File: src/hdl/dcps_pkg.sv
// Package: timing, states and carriers of the display power sequencer
package dcps_pkg;

    // Reference clock, in kHz (50 MHz)
    localparam int unsigned CLK_KHZ       = 50000;

    // Boot time from the on request to initialization done
    localparam int unsigned BOOT_TIME_MS  = 100;
    localparam int unsigned BOOT_CYC      = BOOT_TIME_MS * CLK_KHZ;

    // Companion device setup phase
    localparam int unsigned SETUP_TIME_US = 2750;
    localparam int unsigned SETUP_CYC     = SETUP_TIME_US * CLK_KHZ / 1000;

    // Fast park must finish inside the 32 us the supplies stay good
    localparam int unsigned FPARK_TIME_US = 32;
    localparam int unsigned FPARK_CYC     =
        (FPARK_TIME_US * CLK_KHZ + 999) / 1000;

    // Normal park, within the 20 ms the supplies are held after off
    localparam int unsigned NPARK_TIME_MS = 20;
    localparam int unsigned NPARK_CYC     = NPARK_TIME_MS * CLK_KHZ;

    // Startup values written into the companion device (arbitrary)
    localparam int unsigned CFG_WORDS     = 4;
    localparam logic [3:0][7:0]  CFG_ADDR = {8'h03, 8'h02, 8'h01, 8'h00};
    localparam logic [3:0][15:0] CFG_DATA = {16'h0000, 16'h0001,
                                             16'h0010, 16'h0100};

    // Output values after reset
    localparam logic ATTN_RST             = 1'b1;
    localparam logic ATTN_OE_RST          = 1'b0;
    localparam logic COMP_RST_N_RST       = 1'b0;

    typedef enum logic [2:0] {
        st_off,
        st_init,
        st_wait_comp,
        st_setup,
        st_ready,
        st_npark,
        st_fpark
    } dcps_state_type;

    // Pin inputs from outside the clock domain
    typedef struct packed {
        logic projector_on_request;
        logic fast_park_request_low;
        logic companion_ready;
        logic core_supply_good;
    } dcps_pins_type;

    // One register write towards the companion device
    typedef struct packed {
        logic        valid;
        logic [7:0]  addr;
        logic [15:0] data;
    } dcps_cfg_write_type;

    // Last cycle of a timed phase
    function automatic logic dcps_expired(input logic [31:0] cnt,
                                          input int unsigned lim);
        return cnt == 32'(lim - 1);
    endfunction

endpackage

File: src/hdl/dcps_sequencer.sv
// Power-on, boot and park sequencer of the display controller
`timescale 1ns/1ns
module dcps_sequencer
    import dcps_pkg::*;
#(
    parameter int unsigned BOOT_CYCLES  = BOOT_CYC,
    parameter int unsigned SETUP_CYCLES = SETUP_CYC,
    parameter int unsigned NPARK_CYCLES = NPARK_CYC
)(
    // Clock, reset, enable
    input  wire logic               i_ref_clk,
    input  wire logic               i_rst_n,
    input  wire logic               i_ce,
    // Pins from host, power manager and companion device
    input  wire logic               i_projector_on_request,
    input  wire logic               i_fast_park_request_low,
    input  wire logic               i_companion_ready,
    input  wire logic               i_core_supply_good,
    // Host attention pin
    output      logic               o_host_attention,
    output      logic               o_host_attention_oe,
    // Status
    output      logic               o_power_on,
    output      logic               o_cmd_ready,
    output      logic               o_park_busy,
    // Companion device
    output      logic               o_companion_reset_n,
    output      dcps_cfg_write_type o_cfg_write
);

    localparam int unsigned SLOT_CYC = SETUP_CYCLES / CFG_WORDS;

    dcps_pins_type  pins_raw;
    dcps_pins_type  pins;
    dcps_state_type state;
    dcps_state_type next_state;
    logic [31:0]    cnt;
    logic [2:0]     cfg_idx;

    assign pins_raw = '{projector_on_request:  i_projector_on_request,
                        fast_park_request_low: i_fast_park_request_low,
                        companion_ready:       i_companion_ready,
                        core_supply_good:      i_core_supply_good};

    dcps_sync u_sync (
        .i_ref_clk (i_ref_clk),
        .i_rst_n   (i_rst_n),
        .i_ce      (i_ce),
        .i_pins    (pins_raw),
        .o_pins    (pins)
    );

    always_comb begin
        next_state = state;
        unique case (state)
            st_off: begin
                if (pins.projector_on_request && pins.fast_park_request_low)
                    next_state = st_init;
            end
            st_init: begin
                if (dcps_expired(cnt, BOOT_CYCLES))
                    next_state = st_wait_comp;
            end
            st_wait_comp: begin
                if (pins.companion_ready)
                    next_state = st_setup;
            end
            st_setup: begin
                if (dcps_expired(cnt, SETUP_CYCLES))
                    next_state = st_ready;
            end
            st_ready: begin
                if (!pins.projector_on_request)
                    next_state = st_npark;
            end
            st_npark: begin
                if (dcps_expired(cnt, NPARK_CYCLES))
                    next_state = st_off;
            end
            st_fpark: begin
                if (dcps_expired(cnt, FPARK_CYC))
                    next_state = st_off;
            end
            // Unused code of the 3-bit state falls back to off
            default: next_state = st_off;
        endcase
        // fast park overrides any active phase
        if (!pins.fast_park_request_low && state != st_off &&
            state != st_fpark)
            next_state = st_fpark;
        // Without core power nothing runs
        if (!pins.core_supply_good)
            next_state = st_off;
    end

    // reset release begins from a known state
    always_ff @(posedge i_ref_clk) begin
        if (!i_rst_n)
            state <= st_off;
        else if (i_ce)
            state <= next_state;
    end

    // Phase timer restarts on every state change
    always_ff @(posedge i_ref_clk) begin
        if (!i_rst_n)
            cnt <= '0;
        else if (i_ce) begin
            if (next_state != state)
                cnt <= '0;
            else
                cnt <= cnt + 32'h1;
        end
    end

    // Outputs other than the attention enable follow the next state so they change with it
    always_ff @(posedge i_ref_clk) begin
        if (!i_rst_n) begin
            o_host_attention    <= ATTN_RST;
            o_host_attention_oe <= ATTN_OE_RST;
            o_power_on          <= 1'b0;
            o_cmd_ready         <= 1'b0;
            o_park_busy         <= 1'b0;
            o_companion_reset_n <= COMP_RST_N_RST;
        end else if (i_ce) begin
            // attention low only in the ready state
            o_host_attention    <= next_state != st_ready;
            // release the pin without core power
            o_host_attention_oe <= pins.core_supply_good;
            // on mode while any active phase runs
            o_power_on          <= next_state != st_off;
            o_cmd_ready         <= next_state == st_ready;
            o_park_busy         <= next_state == st_npark ||
                                   next_state == st_fpark;
            o_companion_reset_n <= next_state == st_wait_comp ||
                                   next_state == st_setup ||
                                   next_state == st_ready;
        end
    end

    // Startup writes spread evenly over the setup phase
    always_ff @(posedge i_ref_clk) begin
        if (!i_rst_n) begin
            cfg_idx     <= '0;
            o_cfg_write <= '0;
        end else if (i_ce) begin
            o_cfg_write.valid <= 1'b0;
            if (state != st_setup)
                cfg_idx <= '0;
            else if (cfg_idx < 3'(CFG_WORDS) &&
                     cnt == 32'(cfg_idx) * 32'(SLOT_CYC)) begin
                o_cfg_write.valid <= 1'b1;
                o_cfg_write.addr  <= CFG_ADDR[cfg_idx[1:0]];
                o_cfg_write.data  <= CFG_DATA[cfg_idx[1:0]];
                cfg_idx           <= cfg_idx + 3'h1;
            end
        end
    end

    chk_on_mode: assert property (
        @(posedge i_ref_clk) disable iff (!i_rst_n)
        (state != st_off) |-> o_power_on)
        else $error("active phase without on mode");

    chk_off_mode: assert property (
        @(posedge i_ref_clk) disable iff (!i_rst_n)
        (i_ce && state == st_ready && !pins.projector_on_request &&
         pins.fast_park_request_low && pins.core_supply_good)
        |=> state == st_npark ##0 o_cmd_ready == 1'b0)
        else $error("off request did not start normal park");

    chk_attn_release: assert property (
        @(posedge i_ref_clk) disable iff (!i_rst_n)
        (!$past(i_rst_n) && $past(i_ce, 2) == 1'b1 && i_ce)
        |=> o_host_attention)
        else $error("attention not high after reset release");

    chk_ready_flags: assert property (
        @(posedge i_ref_clk) disable iff (!i_rst_n)
        (state == st_ready) |-> !o_host_attention && o_cmd_ready &&
        o_companion_reset_n)
        else $error("ready state without attention low");

    chk_boot_len: assert property (
        @(posedge i_ref_clk) disable iff (!i_rst_n)
        (i_ce && state == st_init && next_state == st_wait_comp)
        |-> cnt == 32'(BOOT_CYCLES - 1))
        else $error("boot phase length wrong");

    chk_setup_len: assert property (
        @(posedge i_ref_clk) disable iff (!i_rst_n)
        (i_ce && state == st_setup && next_state == st_ready)
        |-> cnt == 32'(SETUP_CYCLES - 1) && cfg_idx == 3'(CFG_WORDS))
        else $error("setup phase length or write count wrong");

    chk_cmd_gate: assert property (
        @(posedge i_ref_clk) disable iff (!i_rst_n)
        $rose(o_cmd_ready) |-> $past(state) == st_setup)
        else $error("commands enabled outside setup completion");

    chk_core_hiz: assert property (
        @(posedge i_ref_clk) disable iff (!i_rst_n)
        (i_ce && !pins.core_supply_good) |=> !o_host_attention_oe)
        else $error("attention driven without core power");

    chk_fast_park: assert property (
        @(posedge i_ref_clk) disable iff (!i_rst_n || !i_ce)
        (state == st_ready && !pins.fast_park_request_low &&
         pins.core_supply_good)
        |=> state == st_fpark ##0 o_park_busy)
        else $error("fast park not entered");

endmodule

File: src/hdl/dcps_sync.sv
// Two-flop synchroniser for the sequencer pin inputs
`timescale 1ns/1ns
module dcps_sync
    import dcps_pkg::*;
(
    // Clock, reset, enable
    input  wire logic          i_ref_clk,
    input  wire logic          i_rst_n,
    input  wire logic          i_ce,
    // Pins
    input  wire dcps_pins_type i_pins,
    output      dcps_pins_type o_pins
);

    dcps_pins_type meta;

    // First stage feeds only the second stage
    always_ff @(posedge i_ref_clk) begin
        if (!i_rst_n) begin
            meta   <= '0;
            o_pins <= '0;
        end else if (i_ce) begin
            meta   <= i_pins;
            o_pins <= meta;
        end
    end

endmodule

File: config.mk
export PLATFORM = sky130hd
export DESIGN_NAME = dcps_sequencer
export DESIGN_NICKNAME = d
export VERILOG_FILES = /design/src/hdl/dcps_pkg.sv /design/src/hdl/dcps_sequencer.sv /design/src/hdl/dcps_sync.sv
export SDC_FILE = /design/constraint.sdc
export NUM_CORES = 1
export LEC_CHECK = 0
export BUFFER_PORTS_ARGS = -buffer_cell sky130_fd_sc_hd__buf_4
export CORE_ASPECT_RATIO = 0.75
export CORE_UTILIZATION = 30
export DETAILED_ROUTE_END_ITERATION = 12
export SYNTH_ARGS = -nofsm -noshare
export SYNTH_HDL_FRONTEND = slang
export SYNTH_SLANG_ARGS = --single-unit
File: constraint.sdc
create_clock -name i_ref_clk -period 4.3 [get_ports i_ref_clk]
set_input_delay 0.86 -clock i_ref_clk [delete_from_list [all_inputs] [get_ports i_ref_clk]]
set_output_delay 0.86 -clock i_ref_clk [all_outputs]
set_load 0.03 [all_outputs]
==> flow_metrics.env, run 1 <==
export IMPL_outcome="complete, no violations"
export IMPL_htree_levels=3
export IMPL_critPathRequiredTime_ns=4.52
export IMPL_slew_viol_final=0
export IMPL_clock_sinks=58
export IMPL_layout_setup_ws_ns=0.921
export IMPL_vias=2706
export IMPL_die_y_um=97.8
export IMPL_drt_iter0_drc=136
export IMPL_ios=38
export IMPL_cts_resized=0
export IMPL_timing_rr_end="o_cfg_write[8]"
export IMPL_grt_max_degree=34
export IMPL_ant_nets=0
export IMPL_drive_gt1_share_pct=20.3
export IMPL_yosysUniqueCellTypes=73
export IMPL_vias_per_cell=4.67
export IMPL_diodes=0
export IMPL_cts_tree="done"
export IMPL_synth_most_common_cell="dfxtp_1"
export IMPL_synthTopCellsByCount="dfxtp_1, nor2_2, nand2_1"
export IMPL_syn_area_per_cell_um2=9.06
export IMPL_end_kind="register"
export IMPL_synth_edff_count=0
export IMPL_power_density_nw_per_um2=321
export IMPL_hold_violations=0
export IMPL_grt_first_pass_wirelength_mm=13.0
export IMPL_drv_cap=0
export IMPL_setup_viol=0
export IMPL_synthTopCellsByArea="dfxtp_1, nor2_2, xnor2_1"
export IMPL_syn_area_um2=3670
export IMPL_grt_pass1_vias=2655
export IMPL_relSlewSlack_pct=55.5
export IMPL_initial_core_util_pct=31.2
export IMPL_placedInstanceArea_um2=3790
export IMPL_path_class="register to register"
export IMPL_crit_path_end="o_cfg_write[8]"
export IMPL_rr_worst_depth=10
export IMPL_startpoint="cfg_idx[1]"
export IMPL_clock_root_buffer="clkbuf_16"
export IMPL_crit_arrival_ns=3.59
export IMPL_cts_buffers=9
export IMPL_antenna_found_initial=0
export IMPL_cts_path_max_buffers=2
export IMPL_die_w_um=130
export IMPL_ctsHoldBuffers=0
export IMPL_final_net_count=434
export IMPL_setup_tns_ns=0
export IMPL_clkTransAtPathRegs_ns=0.05
export IMPL_wl_per_cell_um=12.8
export IMPL_fmax_ghz=0.296
export IMPL_fin_skew_ns=0.00924
export IMPL_yosys_area_top_type="dfxtp_1"
export IMPL_dieArea_um2=12700
export IMPL_drt_pass1_iterations=5
export IMPL_place_ws_ns=0.880
export IMPL_tightestPinTransition_ns=0.663
export IMPL_ys_warn_count=0
export IMPL_netlist_instances=405
export IMPL_ys_ff_latch=58
export IMPL_rsz0062_at_grt="false"
export IMPL_route_detailed_drc=0
export IMPL_async_flop_share_pct=0
export IMPL_hpwlAfterDp_mm=5.41
export IMPL_place_congestion=0.830
export IMPL_ys_flop_type="dfxtp_1"
export IMPL_postCtsSetupBuffers=0
export IMPL_gr_total_overflow=0
export IMPL_fin_crit_sh_pct=78.6
export IMPL_seq_area_frac_synth_pct=31.7
export IMPL_startpoint_type="register"
export IMPL_core_area_um2=11700
export IMPL_r2r_start="cfg_idx[1]"
export IMPL_yosysTopAreaCellShare_pct=31.7
export IMPL_period_needed_ns=3.38
export IMPL_wl_mm=7.41
export IMPL_clkLatencyLatePin_ns=0.33
export IMPL_ir_drop_v=0.000180
export IMPL_track_usage_pct=13.1
export IMPL_critPathMaxFanout=9
export IMPL_min_path_type="register to register"
export IMPL_io_buffers=18
export IMPL_finalPower_uw=1310
export IMPL_regToRegSetupSlack_ns=0.92
export IMPL_final_area_um2=4070
export IMPL_row_count=34
export IMPL_p_leak_uw=0.00155
export IMPL_syn2layout_area_growth_pct=11.0
cells in the final DEF (no fill, tap or decap), types with 9 or more instances in the layout:
cell	instances
nor3_1	10
dfxtp_1	58
nand2_1	23
mux2i_1	16
nand3_1	22
buf_4	20
xor2_1	17
nand4_1	12
xnor2_1	20
ha_1	11
nor2_1	20
clkbuf_16	9
conb_1	19
nor2b_1	18
nand3b_1	9
nor2_2	30
metal layers:
layer  share of wire (%)  vias to the layer above  global-route usage, %
li1                    -                     1378                      -
met1                  53                     1275                   18.1
met2                  42                       45                   18.8
met5                   0                        -                      0
met4                0.99                        0                   4.29
met3                 3.5                        8                   4.44
power breakdown:
part | internal [uW] | leakage, uW | switching [uW]
clock | 434 | 0.000143 | 235
combinational | 26.0 | 0.000936 | 60.3
sequential | 545 | 0.000469 | 7.15
total | 1010 | 0.00155 | 303
cells by family after synthesis:
kind of cell | Yosys count | synth area share (%)
fa+ha+maj | 14 | 5.39
buf+inv | 51 | 9.89
simple gates | 187 | 31.6
other cells | 1 | 0.102
xor+xnor | 37 | 8.83
mux | 16 | 4.37
compound gates | 41 | 8.19
flops | 58 | 31.7
per-stage QoR:
step / utilization, % / std cells / hold slack, ns
2_1_floorplan: - / 423 / 0.482
3_5_place_dp: 32.3 / 564 / 0.467
4_1_cts: 34.7 / 580 / 0.476
5_1_grt: 34.7 / 580 / 0.517
6_report: 34.7 / 580 / 0.477
3_3_place_gp: 32.3 / 564 / 0.467
layout make-up:
type	instances	area, um^2
Tap cell	162	203
Sequential cell	58	1160
Clock inverter	2	10.0
Clock buffer	14	274
Inverter	10	51.3
Multi-Input combinational cell	314	2220
Fill cell	1237	7670
Timing Repair Buffer	20	150
how the worst min path moves through the flow:
stage | slack, ns | cells past startpoint | from | endpoint
6_report | 0.48 | 2 | o_cfg_write[24] | o_cfg_write[24]
5_1_grt | 0.52 | 2 | o_cmd_ready | o_cmd_ready
4_1_cts | 0.48 | 2 | o_cfg_write[24] | o_cfg_write[24]
3_5_place_dp | 0.47 | 2 | o_cfg_write[24] | o_cfg_write[24]
3_3_place_gp | 0.47 | 2 | o_cfg_write[24] | o_cfg_write[24]
2_1_floorplan | 0.48 | 2 | u_sync.meta[0] | u_sync.meta[0]
sequential cells by signal, indices dropped and copies added, names as in the netlist, 3 cells and up:
signal and flops:
cnt 32, o_cfg_write 6, u_sync.meta 4, u_sync.o_pins 4, cfg_idx 3, state 3
worst max-delay path: stages, from the launching register on:
cell	delay (ns)
dfxtp_1	0.54
fa_1	0.49
ha_1	0.24
fa_1	0.52
xnor2_1	0.12
nand3b_1	0.08
a2111oi_0	0.37
nand4_1	0.20
or2_1	0.42
mux2i_1	0.21
nor2b_1	0.06
(Power assumes the default switching activity.)
==> run 2, diff against run 1 <==
- ABC_AREA: not set -> 1
- clock period: 4.3 -> 3.2 ns (I/O delays scaled with it)
==> run 2 against run 1 <==
Against the previous run: non-clock buffer count grew 3; sequential share of layout area shrank 1.5 points; core utilization grew 1.6 points; wire length grew 23%.
==> flow_metrics.env, run 2 <==
export IMPL_outcome="complete, no violations"
export IMPL_drive_gt1_share_pct=12.9
export IMPL_clkLatencyLatePin_ns=0.33
export IMPL_end_kind="register"
export IMPL_ir_drop_v=0.000247
export IMPL_ys_warn_count=0
export IMPL_fin_crit_sh_pct=89.4
export IMPL_antenna_found_initial=0
export IMPL_io_buffers=18
export IMPL_topRoutingLayerUsed="met4"
export IMPL_syn2layout_area_growth_pct=15.3
export IMPL_setup_viol=0
export IMPL_ant_nets=0
export IMPL_hold_depth=2
export IMPL_ys_ff_latch=58
export IMPL_vias=3429
export IMPL_wl_mm=9.10
export IMPL_fin_cells=744
export IMPL_drt_pass1_iterations=6
export IMPL_dr_wl_met3_um=567
export IMPL_mostFrequentLayoutCell="nor2_1"
export IMPL_largest_register="cnt"
export IMPL_clkTransAtPathRegs_ns=0.05
export IMPL_nFillCells=1277
export IMPL_hpwlAfterDp_mm=6.90
export IMPL_layout_setup_ws_ns=0.339
export IMPL_dp_cells=728
export IMPL_grt_first_pass_wirelength_mm=15.6
export IMPL_timing_rr_end="o_cfg_write[4]"
export IMPL_critPathMaxFanout=10
export IMPL_grt_pass1_vias=3207
export IMPL_cts_path_max_buffers=2
export IMPL_clock_root_buffer="clkbuf_16"
export IMPL_wl_per_cell_um=12.2
export IMPL_setup_tns_ns=0
export IMPL_cts_tree="done"
export IMPL_met2_length_mm=3.77
export IMPL_p_leak_uw=0.00186
export IMPL_critPathRequiredTime_ns=3.42
export IMPL_power_density_nw_per_um2=458
export IMPL_ios=38
export IMPL_route_detailed_drc=0
export IMPL_vias_per_cell=4.61
export IMPL_placedInstanceArea_um2=3950
export IMPL_reg_largest_list="cnt: 32 flops, o_cfg_write: 6 flops"
export IMPL_rsz0062_at_grt="false"
export IMPL_die_w_um=131
export IMPL_crit_arrival_ns=3.08
export IMPL_yosys_area_top_type="dfxtp_1"
export IMPL_synth_edff_count=0
export IMPL_initial_core_util_pct=31.5
export IMPL_synthTopCellsByArea="dfxtp_1, nor2_1, nand2_1"
export IMPL_fmax_ghz=0.350
export IMPL_diodes=0
export IMPL_final_cell_mix="nor2_1, nand2_1, dfxtp_1"
export IMPL_relSlewSlack_pct=60.6
export IMPL_netlist_instances=556
export IMPL_gr_total_overflow=0
export IMPL_syn_area_um2=3720
export IMPL_hold_slack_ns=0.457
export IMPL_startpoint_type="register"
export IMPL_slew_viol_final=0
export IMPL_path_class="register to register"
export IMPL_yosysTopAreaCellShare_pct=31.2
export IMPL_drv_cap=0
export IMPL_r2r_start="cfg_idx[1]"
export IMPL_min_delay_start="o_host_attention"
export IMPL_track_usage_pct=15.5
export IMPL_yosysUniqueCellTypes=39
export IMPL_fin_skew_ns=0.00734
export IMPL_htree_levels=3
export IMPL_grt_max_degree=31
export IMPL_syn_area_per_cell_um2=6.70
export IMPL_largest_reg_flops=32
export IMPL_regToRegSetupSlack_ns=0.34
export IMPL_row_count=34
export IMPL_period_needed_ns=2.86
export IMPL_ctsHoldBuffers=0
export IMPL_rr_worst_depth=14
export IMPL_postCtsSetupBuffers=0
export IMPL_die_y_um=98.5
export IMPL_dieArea_um2=12900
export IMPL_cts_buffers=9
export IMPL_drt_iter0_drc=221
export IMPL_cts_resized=0
export IMPL_final_net_count=598
export IMPL_min_path_type="register to register"
export IMPL_async_flop_share_pct=0
export IMPL_synth_most_common_cell="nor2_1"
export IMPL_ys_flop_type="dfxtp_1"
export IMPL_synthTopCellsByCount="nor2_1, nand2_1, dfxtp_1"
export IMPL_core_area_um2=11800
export IMPL_hold_violations=0
export IMPL_place_congestion=0.934
export IMPL_place_ws_ns=0.245
export IMPL_clock_sinks=58
export IMPL_tightestPinTransition_ns=0.589
export IMPL_seq_area_frac_synth_pct=31.2
export IMPL_final_area_um2=4290
export IMPL_wl_met1_mm=4.66
export IMPL_min_to="o_host_attention"
run 2: changes by cell type in the layout (fill, tap and decap cells not counted), moves of 7 or more:
cell,previous run,this run
inv_2,1,14
xor2_1,17,24
nor2_1,20,111
nand2_1,23,104
a21oi_1,5,16
mux2i_1,16,1
o21ai_0,4,25
nor2_2,30,4
nand3b_1,9,0
nand2_2,0,9
xnor2_1,20,6
nor2b_1,18,0
inv_1,8,51
run 2: layout make-up:
cell class,count,area (um^2),share of cell area (%)
Tap cell,162,203,4.72
Sequential cell,58,1160,27.0
Clock buffer,12,267,6.21
Clock inverter,4,72.6,1.69
Inverter,69,259,6.03
Multi-Input combinational cell,416,2160,50.3
Timing Repair Buffer,23,173,4.02
run 2: worst max-delay path: stages, from the launching register on:
cell and delay [ns]:
dfxtp_1 0.41, inv_1 0.15, ha_1 0.31, inv_1 0.08, ha_1 0.21, ha_1 0.28
xor2_1 0.15, nor2_1 0.11, nand2_1 0.06, nor4_1 0.22, nand4_1 0.27, nor2_4 0.28
inv_2 0.08, nor2_1 0.10, nor2_1 0.05
run 2: logic make-up (layout without fill, tap and decap cells):
| group | Yosys count | after routing | synth area share, % |
|---|---|---|---|
| other | 1 | 19 | 0.101 |
| buffers and inverters | 100 | 108 | 12.8 |
| muxes | 1 | 1 | 0.269 |
| DFF | 58 | 58 | 31.2 |
| xor gates and xnor gates | 30 | 30 | 7.06 |
| and+or+nand+nor | 297 | 297 | 35.0 |
| adders and majority gates | 14 | 14 | 5.31 |
| AOI/OAI and AO/OA | 55 | 55 | 8.30 |
run 2: worst max path at each step:
| stage | slack, ns | depth (start not counted) | to | start |
|---|---|---|---|---|
| 3_5_place_dp | 0.25 | 13 | o_cfg_write[16] | cfg_idx[1] |
| 3_3_place_gp | 0.37 | 11 | o_cfg_write[8] | cfg_idx[1] |
| 5_1_grt | 0.04 | 14 | o_cfg_write[4] | cfg_idx[1] |
| 6_report | 0.34 | 14 | o_cfg_write[4] | cfg_idx[1] |
| 4_1_cts | 0.23 | 13 | o_cfg_write[16] | cfg_idx[1] |
| 2_1_floorplan | 0.43 | 10 | o_cfg_write[16] | cfg_idx[1] |
run 2: metrics by stage:
step                utilization, %  power (uW)
finish                        36.3        1960
global route                  36.3        2050
CTS                           36.3        1990
detailed placement            33.4         898
global placement              33.4         896
floorplan                        -         891
run 2: per-layer routing:
layer / vias to the layer above / global-route usage (%)
li1: 1766 / -
met1: 1545 / 22.4
met2: 109 / 22.2
met3: 9 / 3.53
met4: 0 / 5.84
met5: - / 0
run 2: where the power goes:
| group | switching [uW] | internal (uW) |
|---|---|---|
| logic | 96.5 | 35.5 |
| registers | 14.3 | 737 |
| clock network | 338 | 743 |
==> run 3, diff against run 2 <==
- CORE_MARGIN: not set -> 2
==> run 3 against run 2 <==
Against the previous run: global-route usage shrank 1.5 points; worst setup slack better by 0.0054 ns; wire length fell by 0.51%; largest cell class unchanged.
==> flow_metrics.env, run 3 (synthesis results as in run 2) <==
export IMPL_outcome="complete, no violations"
export IMPL_crit_arrival_ns=3.08
export IMPL_final_cell_mix="nor2_1, nand2_1, dfxtp_1"
export IMPL_clkTransAtPathRegs_ns=0.05
export IMPL_period_needed_ns=2.86
export IMPL_nFillCells=1289
export IMPL_rsz0062_at_grt="false"
export IMPL_wl_mm=9.06
export IMPL_cpLargestDelayFamily="adder cells"
export IMPL_row_count=35
export IMPL_max_stage_delay_ns=0.52
export IMPL_place_congestion=0.947
export IMPL_crit_chain="fa_1 -> ha_1 -> fa_1 -> xnor2_1 -> nand4_1 -> nor3_1 -> nand4_1 -> nor2_4 -> nand2_1 -> o211a_1"
export IMPL_critPathBufInv=0
export IMPL_clkLatencyLatePin_ns=0.33
export IMPL_diodes=0
export IMPL_slowest_stage="fa_1"
export IMPL_critPathRequiredTime_ns=3.42
export IMPL_cts_tree="done"
export IMPL_final_core_util_pct=35.4
export IMPL_r2r_start="cfg_idx[1]"
export IMPL_dieArea_um2=13300
export IMPL_min_path_type="register to register"
export IMPL_clock_sinks=58
export IMPL_fin_crit_sh_pct=89.2
export IMPL_drive_gt1_share_pct=12.7
export IMPL_tightestPinTransition_ns=0.623
export IMPL_setup_tns_ns=0
export IMPL_slew_viol_final=0
export IMPL_final_net_count=598
export IMPL_syn2layout_area_growth_pct=16.2
export IMPL_hold_depth=2
export IMPL_startpoint="cfg_idx[1]"
export IMPL_hpwlAfterDp_mm=6.90
export IMPL_mostFrequentLayoutCell="nor2_1"
export IMPL_cts_buffers=9
export IMPL_ir_drop_v=0.000249
export IMPL_vias_per_cell=4.56
export IMPL_antenna_found_initial=0
export IMPL_min_to="o_host_attention"
export IMPL_reg_largest_list="cnt: 32 flops, o_cfg_write: 6 flops"
export IMPL_rr_worst_depth=10
export IMPL_gr_total_overflow=0
export IMPL_io_buffers=18
export IMPL_hold_violations=0
export IMPL_core_area_um2=12200
export IMPL_postCtsSetupBuffers=0
export IMPL_critPathMaxFanout=10
export IMPL_setup_viol=0
export IMPL_fmax_ghz=0.350
export IMPL_grt_max_degree=31
export IMPL_clock_root_buffer="clkbuf_16"
export IMPL_timing_rr_end="o_cfg_write[16]"
export IMPL_track_usage_pct=14.0
export IMPL_cts_path_max_buffers=2
export IMPL_wl_per_cell_um=12.1
export IMPL_grt_first_pass_wirelength_mm=15.1
export IMPL_multi_input_area_um2=2160
export IMPL_power_density_nw_per_um2=480
export IMPL_fin_skew_ns=0.00429
export IMPL_ant_nets=0
export IMPL_min_delay_start="o_host_attention"
export IMPL_end_kind="register"
export IMPL_drt_pass1_iterations=4
export IMPL_route_detailed_drc=0
export IMPL_die_w_um=133
export IMPL_ff_latch_area_um2=1160
export IMPL_cts_resized=0
export IMPL_drt_iter0_drc=336
export IMPL_grt_pass1_vias=3095
export IMPL_htree_levels=3
export IMPL_vias=3414
export IMPL_ios=38
export IMPL_path_class="register to register"
export IMPL_largest_register="cnt"
export IMPL_relSlewSlack_pct=58.3
export IMPL_ctsHoldBuffers=0
export IMPL_die_y_um=100
export IMPL_drv_cap=0
export IMPL_p_leak_uw=0.00188
export IMPL_startpoint_type="register"
export IMPL_largest_reg_flops=32
export IMPL_regToRegSetupSlack_ns=0.34
export IMPL_initial_core_util_pct=30.5
## run 3: cell types whose count changed in the layout (fill, tap and decap cells not counted)
| cell | change |
|---|---|
| bufinv_16 | +2 |
| clkinvlp_4 | -1 |
| clkbuf_8 | -2 |
| clkbuf_1 | +1 |
## run 3: layout make-up
cell class              count  share of cell area, %
well taps                 166                   4.80
multi-input cells         416                   49.9
clock inverters             5                   2.89
repair buffers             23                   3.99
inverters                  69                   5.99
clock buffers              11                   5.61
flip-flops and latches     58                   26.8
## run 3: power breakdown
group / internal, uW / total (uW) / switching (uW) / leakage [uW]
sequential: 737 / 750 / 12.9 / 0.000470
clock: 859 / 1190 / 335 / 0.000180
combinational: 35.5 / 134 / 98.6 / 0.00123
total: 1630 / 2080 / 447 / 0.00188
## run 3: worst register-to-register path: stages (launching register included)
cell	delay [ns]
dfxtp_1	0.39
fa_1	0.44
ha_1	0.24
fa_1	0.52
xnor2_1	0.13
nand4_1	0.10
nor3_1	0.14
nand4_1	0.25
nor2_4	0.29
nand2_1	0.13
o211a_1	0.12
## run 3: worst max path at each step
| stage | slack (ns) | end | cells after the start |
|---|---|---|---|
| finish | 0.34 | o_cfg_write[16] | 10 |
| floorplan | 0.43 | o_cfg_write[16] | 10 |
| global route | 0.08 | o_cfg_write[8] | 14 |
| global placement | 0.41 | o_cfg_write[4] | 14 |
| detailed placement | 0.28 | o_cfg_write[16] | 10 |
| CTS | 0.28 | o_cfg_write[16] | 10 |
## run 3: per-stage QoR
stage,instance area (um^2),worst slack [ns],total power [uW],hold slack [ns],instances
3_5_place_dp,3950,0.284,898,0.446,732
4_1_cts,4320,0.277,2100,0.459,748
5_1_grt,4330,0.0834,2150,0.486,748
3_3_place_gp,3950,0.412,896,0.440,732
2_1_floorplan,3790,0.429,891,0.449,574
6_report,4330,0.345,2080,0.455,748
## run 3: per-layer routing
metal / global-route usage (%) / vias up / wire, um
li1: - / 1764 / -
met2: 20.6 / 90 / 3710
met3: 4.68 / 14 / 624
met4: 4.55 / 0 / 118
met5: 0 / - / 0
met1: 19.3 / 1546 / 4600
